<file path="src/design/rsc_pkg.sv">
// Package for the reset and suspend controller: states, carriers, widths, reset values.
// Assumes one bus clock drives every register of the block.
package rsc_pkg;

    // ************************************************************
    // Widths and reset values
    // ************************************************************
    localparam int CFG_W = 8;
    localparam logic [CFG_W-1:0] CFG_RESET = 8'h00;
    localparam int SYNC_STAGES = 2;
    localparam logic SYNC_RESET = 1'h0;
    localparam logic SYNC_RELEASE = 1'h1;

    // ************************************************************
    // Core sequence states, Gray coded along reset, wake, run, suspend
    // ************************************************************
    typedef enum logic [1:0] {
        ST_RESET = 2'h0,
        ST_WAKE = 2'h1,
        ST_RUN = 2'h3,
        ST_SUSPEND = 2'h2
    } rsc_state_type;

    // ************************************************************
    // Carriers
    // ************************************************************
    typedef struct packed {
        logic out_en;
        logic func_en;
        logic pme_pending;
        logic [CFG_W-1:0] cfg;
    } rsc_status_type;

    typedef struct packed {
        logic cold_global_reset_n;
        logic bus_reset_in_n;
        logic suspend_en;
    } rsc_ctrl_type;

endpackage

</file>
<file path="src/design/rsc_reset_suspend_control.sv">
// Reset and suspend sequencer of a bus-attached card controller.
// Assumes i_clk is the bus clock and all functional inputs are synchronous to it.
`timescale 1ns/1ps
module rsc_reset_suspend_control
(
    // Clock and power-on reset
    input wire logic i_clk,
    input wire logic i_rstn,
    // Reset pins and suspend mode
    input wire rsc_pkg::rsc_ctrl_type i_ctrl,
    // Functional requests
    input wire logic i_cfg_we,
    input wire logic [rsc_pkg::CFG_W-1:0] i_cfg_data,
    input wire logic i_pme_event,
    input wire logic i_pme_clear,
    // Status: output enable, function enable, wake context, configuration
    output rsc_pkg::rsc_status_type o_status
);

    // ************************************************************
    // Reset gating
    // ************************************************************
    logic cold_hit;
    logic bus_hit;
    logic core_arst_n;
    logic pme_arst_n;
    logic oe_arst_n;
    logic core_rst_n;
    logic pme_rst_n;
    logic oe_rst_n;

    // Suspend gates both pins before the core flops and the cold pin before the wake-context flops, so a reset pulse that
    // arrives while suspended never disturbs the held state.
    // suspend shields resets
    assign cold_hit = !i_ctrl.cold_global_reset_n && !i_ctrl.suspend_en;
    assign bus_hit = !i_ctrl.bus_reset_in_n && !i_ctrl.suspend_en;

    // The power-on reset is never shielded, so a cold start always clears everything.
    // core clear
    assign core_arst_n = i_rstn && !cold_hit && !bus_hit;

    assign pme_arst_n = i_rstn && !cold_hit;

    // Output float is not shielded by suspend, so it sees the raw pins.
    assign oe_arst_n = i_rstn && i_ctrl.cold_global_reset_n && i_ctrl.bus_reset_in_n
        && !i_ctrl.suspend_en;

    // Three domains release apart because the wake context and the output float
    // answer to different reset sources; each needs its own clean release edge.
    // synchronous release
    rsc_reset_sync u_core_sync
    (
        .i_clk(i_clk),
        .i_arst_n(core_arst_n),
        .o_rst_n(core_rst_n)
    );

    rsc_reset_sync u_pme_sync
    (
        .i_clk(i_clk),
        .i_arst_n(pme_arst_n),
        .o_rst_n(pme_rst_n)
    );

    rsc_reset_sync u_oe_sync
    (
        .i_clk(i_clk),
        .i_arst_n(oe_arst_n),
        .o_rst_n(oe_rst_n)
    );

    // ************************************************************
    // Core state and configuration
    // ************************************************************
    rsc_pkg::rsc_state_type state;
    rsc_pkg::rsc_state_type next_state;
    logic [rsc_pkg::CFG_W-1:0] cfg;
    logic [rsc_pkg::CFG_W-1:0] next_cfg;
    logic func_en;
    logic next_func_en;

    // The wake state costs one cycle after release, which keeps the pins floating
    // until the core has left its default state cleanly.
    always_comb
    begin
        next_state = state;
        next_cfg = cfg;
        next_func_en = 1'h0;
        unique case (state)
            rsc_pkg::ST_RESET:
            begin
                next_state = rsc_pkg::ST_WAKE;
            end
            rsc_pkg::ST_WAKE:
            begin
                next_state = i_ctrl.suspend_en ? rsc_pkg::ST_SUSPEND : rsc_pkg::ST_RUN;
            end
            rsc_pkg::ST_RUN:
            begin
                if (i_ctrl.suspend_en)
                begin
                    next_state = rsc_pkg::ST_SUSPEND;
                end
                else
                begin
                    next_func_en = 1'h1;
                    if (i_cfg_we)
                    begin
                        next_cfg = i_cfg_data;
                    end
                end
            end
            rsc_pkg::ST_SUSPEND:
            begin
                if (!i_ctrl.suspend_en)
                begin
                    next_state = rsc_pkg::ST_RUN;
                end
            end
        endcase
    end

    always_ff @(posedge i_clk or negedge core_rst_n)
    begin
        if (!core_rst_n)
        begin
            state <= rsc_pkg::ST_RESET;
            cfg <= rsc_pkg::CFG_RESET;
            func_en <= 1'h0;
        end
        else
        begin
            state <= next_state;
            cfg <= next_cfg;
            func_en <= next_func_en;
        end
    end

    // ************************************************************
    // Wake-event context
    // ************************************************************
    logic pme_pending;
    logic next_pme_pending;

    // A new event beats a clear in the same cycle, so no wake is ever lost.
    // The clear is taken only while running; under any reset or in suspend the
    // state is elsewhere, except in the first suspend cycle, when the state is still run and a stray clear does wipe a pending wake.
    always_comb
    begin
        next_pme_pending = pme_pending;
        if (i_pme_clear && state == rsc_pkg::ST_RUN)
        begin
            next_pme_pending = 1'h0;
        end
        if (i_pme_event)
        begin
            next_pme_pending = 1'h1;
        end
    end

    always_ff @(posedge i_clk or negedge pme_rst_n)
    begin
        if (!pme_rst_n)
        begin
            pme_pending <= 1'h0;
        end
        else
        begin
            pme_pending <= next_pme_pending;
        end
    end

    // ************************************************************
    // Output enable
    // ************************************************************
    logic out_en;
    logic next_out_en;

    // Enabling only from the run state keeps pins floating through the settle cycle.
    always_comb
    begin
        next_out_en = (state == rsc_pkg::ST_RUN) && !i_ctrl.suspend_en;
    end

    always_ff @(posedge i_clk or negedge oe_rst_n)
    begin
        if (!oe_rst_n)
        begin
            out_en <= 1'h0;
        end
        else
        begin
            out_en <= next_out_en;
        end
    end

    // Each status field comes straight from its own register, so no gate sits
    // between a flop and a pin and no glitch can reach the far side.
    assign o_status.out_en = out_en;
    assign o_status.func_en = func_en;
    assign o_status.pme_pending = pme_pending;
    assign o_status.cfg = cfg;

endmodule

</file>
<file path="src/design/rsc_reset_sync.sv">
// Reset synchroniser: asserts at once, releases on the second rising clock edge.
// Assumes the asynchronous input may change at any time relative to the clock.
`timescale 1ns/1ps
module rsc_reset_sync
(
    // Clock and asynchronous reset request
    input wire logic i_clk,
    input wire logic i_arst_n,
    // Synchronised reset
    output logic o_rst_n
);

    logic [rsc_pkg::SYNC_STAGES-1:0] chain;
    logic [rsc_pkg::SYNC_STAGES-1:0] next_chain;

    always_comb
    begin
        next_chain = {chain[rsc_pkg::SYNC_STAGES-2:0], rsc_pkg::SYNC_RELEASE};
    end

    // The first stage feeds only the second, so a metastable release stays contained.
    always_ff @(posedge i_clk or negedge i_arst_n)
    begin
        if (!i_arst_n)
        begin
            chain <= {rsc_pkg::SYNC_STAGES{rsc_pkg::SYNC_RESET}};
        end
        else
        begin
            chain <= next_chain;
        end
    end

    assign o_rst_n = chain[rsc_pkg::SYNC_STAGES-1];

endmodule

</file>
<file path="config.mk">
export PLATFORM = sky130hd
export DESIGN_NAME = rsc_reset_suspend_control
export DESIGN_NICKNAME = d
export VERILOG_FILES = /design/src/design/rsc_pkg.sv /design/src/design/rsc_reset_suspend_control.sv /design/src/design/rsc_reset_sync.sv
export SDC_FILE = /design/constraint.sdc
export NUM_CORES = 1
export LEC_CHECK = 0
export ABC_CLOCK_PERIOD_IN_PS = 1300
export BUFFER_PORTS_ARGS = -buffer_cell sky130_fd_sc_hd__buf_4
export CAP_MARGIN = 0
export CORE_UTILIZATION = 48
export CTS_CLUSTER_SIZE = 28
export DETAILED_ROUTE_END_ITERATION = 10
export GPL_TIMING_DRIVEN = 0
export PLACE_DENSITY = 0.8
export SYNTH_ARGS = -nofsm -noshare
export SYNTH_HDL_FRONTEND = slang
export SYNTH_SLANG_ARGS = --single-unit
</file>
<file path="constraint.sdc">
create_clock -name i_clk -period 1.3 [get_ports i_clk]
set_input_delay 0.195 -clock i_clk [delete_from_list [all_inputs] [get_ports i_clk]]
set_output_delay 0.195 -clock i_clk [all_outputs]
set_load 0.05 [all_outputs]
</file>
# == Word level (Yosys, flattened, before mapping) ==
# Index checks and enable logic that the tools add are counted.
# word_totals
reg_bits,19
latch_bits,0
mem_bits_rw,0
mem_bits_ro,0
output_inout_bits,11
word_cells,40
n_memories,0
# classes
n_addsub,0
n_mul,0
div,0
magnitude_cmp,0
n_eq_ne,5
shift,0
n_mux,8
bitwise_logic,1
n_reduce_logical,18
# op_table
cell,count
1-bit logical AND,9
2-bit case mux with 4 select lines,1
1-bit logical NOT,5
1-bit 2-to-1 mux,5
"2-bit equality test, second input constant",2
2-bit 2-to-1 mux,2
"2-bit inequality test, second input constant",2
3-bit AND reduction,1
"2-bit by 1-bit equality test with 1-bit output, second input constant",1
2-bit logical NOT,1
2-bit AND reduction,1
2-bit nonzero test,1
1-bit NOT,1

# == Longest topological paths before layout ==
# logic_depth
word_depth,5
depth_mapped,2
mapped_depth_nobuf,2

# == Hierarchy ==
# Synthesis repeated with hierarchy kept, for this count alone.
# hier_totals
hier_cells,44
hier_area_um2,681.9
# by_module_without_submodules
mod,instances,cells_each,area_each_um2,seq_area_each_um2
rsc_reset_suspend_control,1,35,520.5,325.3
rsc_reset_sync,3,3,53.8,50.0

# == Worst setup path after synthesis ==
# Ideal clock, no wire load.
# synth_path
path_type,reg-to-reg
from,register state[0]
to,register cfg[0] (netlist name)
setup_ns,0.125
arrival_time_ns,0.887
t_required_ns,1.175
setup_slack_ns,0.288
path_stages_with_launch,3
period_less_slack_ns,1.012
path_cell_list,dfrtp_1 nand4b_4 mux2_2
# synth_between
elab_chain_cells,2
# synth_lines
element,line_no,source
start: declaration,rsc_reset_suspend_control.sv:75,rsc_pkg::rsc_state_type state;
start signal: assignment,rsc_reset_suspend_control.sv:127,state <= rsc_pkg::ST_RESET;
start signal: assignment,rsc_reset_suspend_control.sv:133,state <= next_state;
2-bit equality test,rsc_reset_suspend_control.sv:89,unique case (state)
3-bit AND reduction (no source line),-,
end signal: assignment,rsc_reset_suspend_control.sv:128,cfg <= rsc_pkg::CFG_RESET;
end signal: assignment,rsc_reset_suspend_control.sv:134,cfg <= next_cfg;
end: declaration,rsc_reset_suspend_control.sv:77,logic [rsc_pkg::CFG_W-1:0] cfg;
# No other way between the ends.
# A chain may end at the register's enable or synchronous reset.

# == Worst setup path after layout ==
# layout_path
from,input port i_ctrl[0] (netlist name)
to,register cfg[2] (netlist name)
# layout_between
elab_chain_cells,2
# layout_lines
element,line_no,source
start: declaration,rsc_reset_suspend_control.sv:10,"input wire rsc_pkg::rsc_ctrl_type i_ctrl,"
1-bit NOT (no source line),-,
3-bit AND reduction (no source line),-,
# No other way between the ends.

==> key figures <==
Timing
  – Final setup violating endpoints: 0
  – Fin. Hold Viols: 1
  – Slack of the critical path: ~0.025 ns
  – Period utilisation layout: 0.981
  – Clock Skew: 0.00974 ns
  – Worst hold margin: -0.00356 ns
  – RSZ-0062 raised after global routing: false
  – Slew Limit Fails: 0
  – Setup tns final: 0 ns
  – Max Clock Freq: 785 MHz
  – Min cycle time layout: roughly 1.3 ns

Setup path
  – CP Launch Type: input pin
  – Worst EP arrival: 1.45 ns
  – Slowest CP cell: dlygate4sd3_1
  – Kind of critical path: input pin to flip-flop
  – Worst path required time: 1.48 ns
  – Crit Path Max Fanout: 8
  – Crit. End Element: flip-flop
  – Critical-path cell list: dlygate4sd3_1, nand4b_4, mux2_4
  – Critical path's largest stage delay: a little over 0.6 ns

Status
  – Failing checks: negative hold slack
  – Status: finished with violations

Final layout
  – Final #Nets: 96
  – ANT cells: 0
  – FILL cells: 93
  – Non-Filler Instances: 94
  – Layout cell share with drive strength beyond 1: 0.532
  – Area growth syn-to-layout: 45.3%
  – Post-route cell area: 980 um2
  – Final Util: 0.753

Placed design
  – Dpl hpwl: 816 um
  – GP Congestion: 0.599
  – Number of port buffers: 26
  – Cell Area, Placed: 896 um2
  – Setup slack at placement: 0.212 ns
  – Placed insts: 85

Floorplanning
  – I/O pin cnt: 27
  – Die Area: 1560 um2
  – Starting Density: 0.518
  – Chip Width: 39.5 um
  – Rows: 13
  – DIE HEIGHT: 39.5 um
  – Core area: 1300 um2

Route
  – Final ANT Viol Nets: 0
  – Starting DRT DRC Count: 5
  – Via count: 436
  – DRC violations left: 0
  – First drt pass iteration count: 4
  – Vias per inst: 4.64
  – Wire length per cell: approximately 12 um
  – Post-Route WL: 1150 um

Synthesis
  – Syn_area_per_cell: about 16 um2
  – Post-synth top area cell: dfrtp_1
  – Ys Warns: 0
  – Largest cells by area after synthesis: dfrtp_1 (71%), mux2_2 (13%), nand4b_4 (3.5%)
  – Sequential area share after synthesis: 0.705
  – Mapped Area: 674 um2
  – Mapped Cells: 42
  – Synth top area share: 0.705
  – Distinct cells, synth: 14
  – #FFs+latches synth: 19

Global routing
  – Vias in the first global route: roughly 420
  – Initial antenna violation count: 0
  – GRT overflow: 0
  – GRT Util Overall: 0.175
  – Largest net degree at the start of global routing: 12
  – First-pass GRT wire length: 1680 um

Clocking
  – CTS tree: yes
  – Clk pin slew, worst setup/hold paths: around 0.11 ns
  – Clk_lat worst skew: around 0.29 ns
  – Num Clock Sinks: 19
  – H-tree levels: 1
  – Max clock buf depth: 2
  – Number of setup buffers added after CTS: 0
  – Total CTS buffers: 3
  – Root Driver: clkbuf_4

Pwr
  – Peak VDD IR: 0.882 mV
  – Pwr dens: 1410 nW/um2
  – Pleak: around 0.49 nW
  – Power Total: between 1 and 1.5 mW

Worst hold path
  – Hold Path Class: flip-flop to asynchronous set/reset pin

Run
  – Max-cap violations: 0
==> registers in the layout, summed over array words and instances, names as in the netlist <==
| signal | count |
|---|---|
| cfg | 8 |
| func_en | 1 |
| out_en | 1 |
| pme_pending | 1 |
| state | 2 |
| u_core_sync.chain | 2 |
| u_oe_sync.chain | 2 |
| u_pme_sync.chain | 2 |
==> cell families (layout without fill, tap and decap cells) <==
| kind of cell | after synthesis | count (layout) | synth area share |
|---|---|---|---|
| simple gates | 8 | 8 | 0.0928 |
| flops | 19 | 19 | 0.705 |
| mux | 8 | 8 | 0.134 |
| compound gates | 3 | 3 | 0.0297 |
| other cells | 1 | 3 | 0.00556 |
| buf+inv | 3 | 38 | 0.0334 |
==> worst max-delay path: cells and delay by family <==
kind	cells	cell delay [ns]
simple gates	1	0.29
mux	1	0.35
buf+inv	1	0.62
==> synth_stat cells, drive strengths merged <==
cell	number
o21a	1
and4b	1
conb	1
a21oi	1
or2	1
nand4b	1
nor2	1
mux2	8
buf	3
dfrtp	19
nand2	2
a21o	1
nor2b	1
nand3	1
==> worst paths after layout <==
| check | start | to | slack (ns) | cells past startpoint |
|---|---|---|---|---|
| worst max register to register | state[1]$_DFFE_PN0P_ | cfg[2]$_DFFE_PN0P_ | 0.19 | 2 |
| worst min register to register | u_oe_sync.chain[1]$_DFF_PN0_ | out_en$_DFF_PN0_ | -0.004 | 0 |
| min in group i_clk | i_pme_event | pme_pending$_DFFE_PN0P_ | 0.09 | 2 |
| max in group asynchronous | i_ctrl[0] | u_core_sync.chain[0]$_DFF_PN0_ | 0.13 | 4 |
| worst max-delay path | i_ctrl[0] | cfg[2]$_DFFE_PN0P_ | 0.03 | 3 |
| worst min-delay path | u_oe_sync.chain[1]$_DFF_PN0_ | out_en$_DFF_PN0_ | -0.004 | 0 |
==> report_power, final <==
part,internal (mW),switching [mW]
sequential,0.654,0.0364
combinational,0.160,0.247
clock,0.114,0.172
total,0.928,0.456
==> per-layer routing <==
| layer | part of all wire | GRT usage | wire, um |
|---|---|---|---|
| met3 | 0.042 | 0.0511 | 48 |
| met5 | 0 | 0 | 0 |
| met1 | 0.38 | 0.206 | 443 |
| met4 | 0.013 | 0.129 | 15 |
| met2 | 0.56 | 0.266 | 646 |
==> timing repair <==
action	4_1_cts	5_1_grt
setup endpoints to repair	0	1
hold buffers	6	0
gates resized for setup	0	1
endpoints found under the hold margin	6	0
==> cell usage in the layout (no fill, tap or decap) <==
cell type	instances
o21a_1	1
clkinv_2	1
buf_4	28
nand2_1	2
nand3_1	1
nand4b_4	1
dfrtp_1	19
or2_2	1
dlygate4sd3_1	6
nor2b_1	1
and4b_1	1
clkbuf_4	3
nor2_1	1
a21o_1	1
mux2_2	7
a21oi_1	1
mux2_4	1
conb_1	3
==> cell type report <==
class / instances / area, um2 / share of cell area
plain buffers: 3 / 22.5 / 0.0230
clock buffers: 3 / 22.5 / 0.0230
clock inverters: 1 / 5.00 / 0.00511
multi-input cells: 22 / 188 / 0.192
flip-flops and latches: 19 / 475 / 0.485
well taps: 15 / 18.8 / 0.0192
repair buffers: 31 / 248 / 0.253
Power figures use the tool's default switching activity.
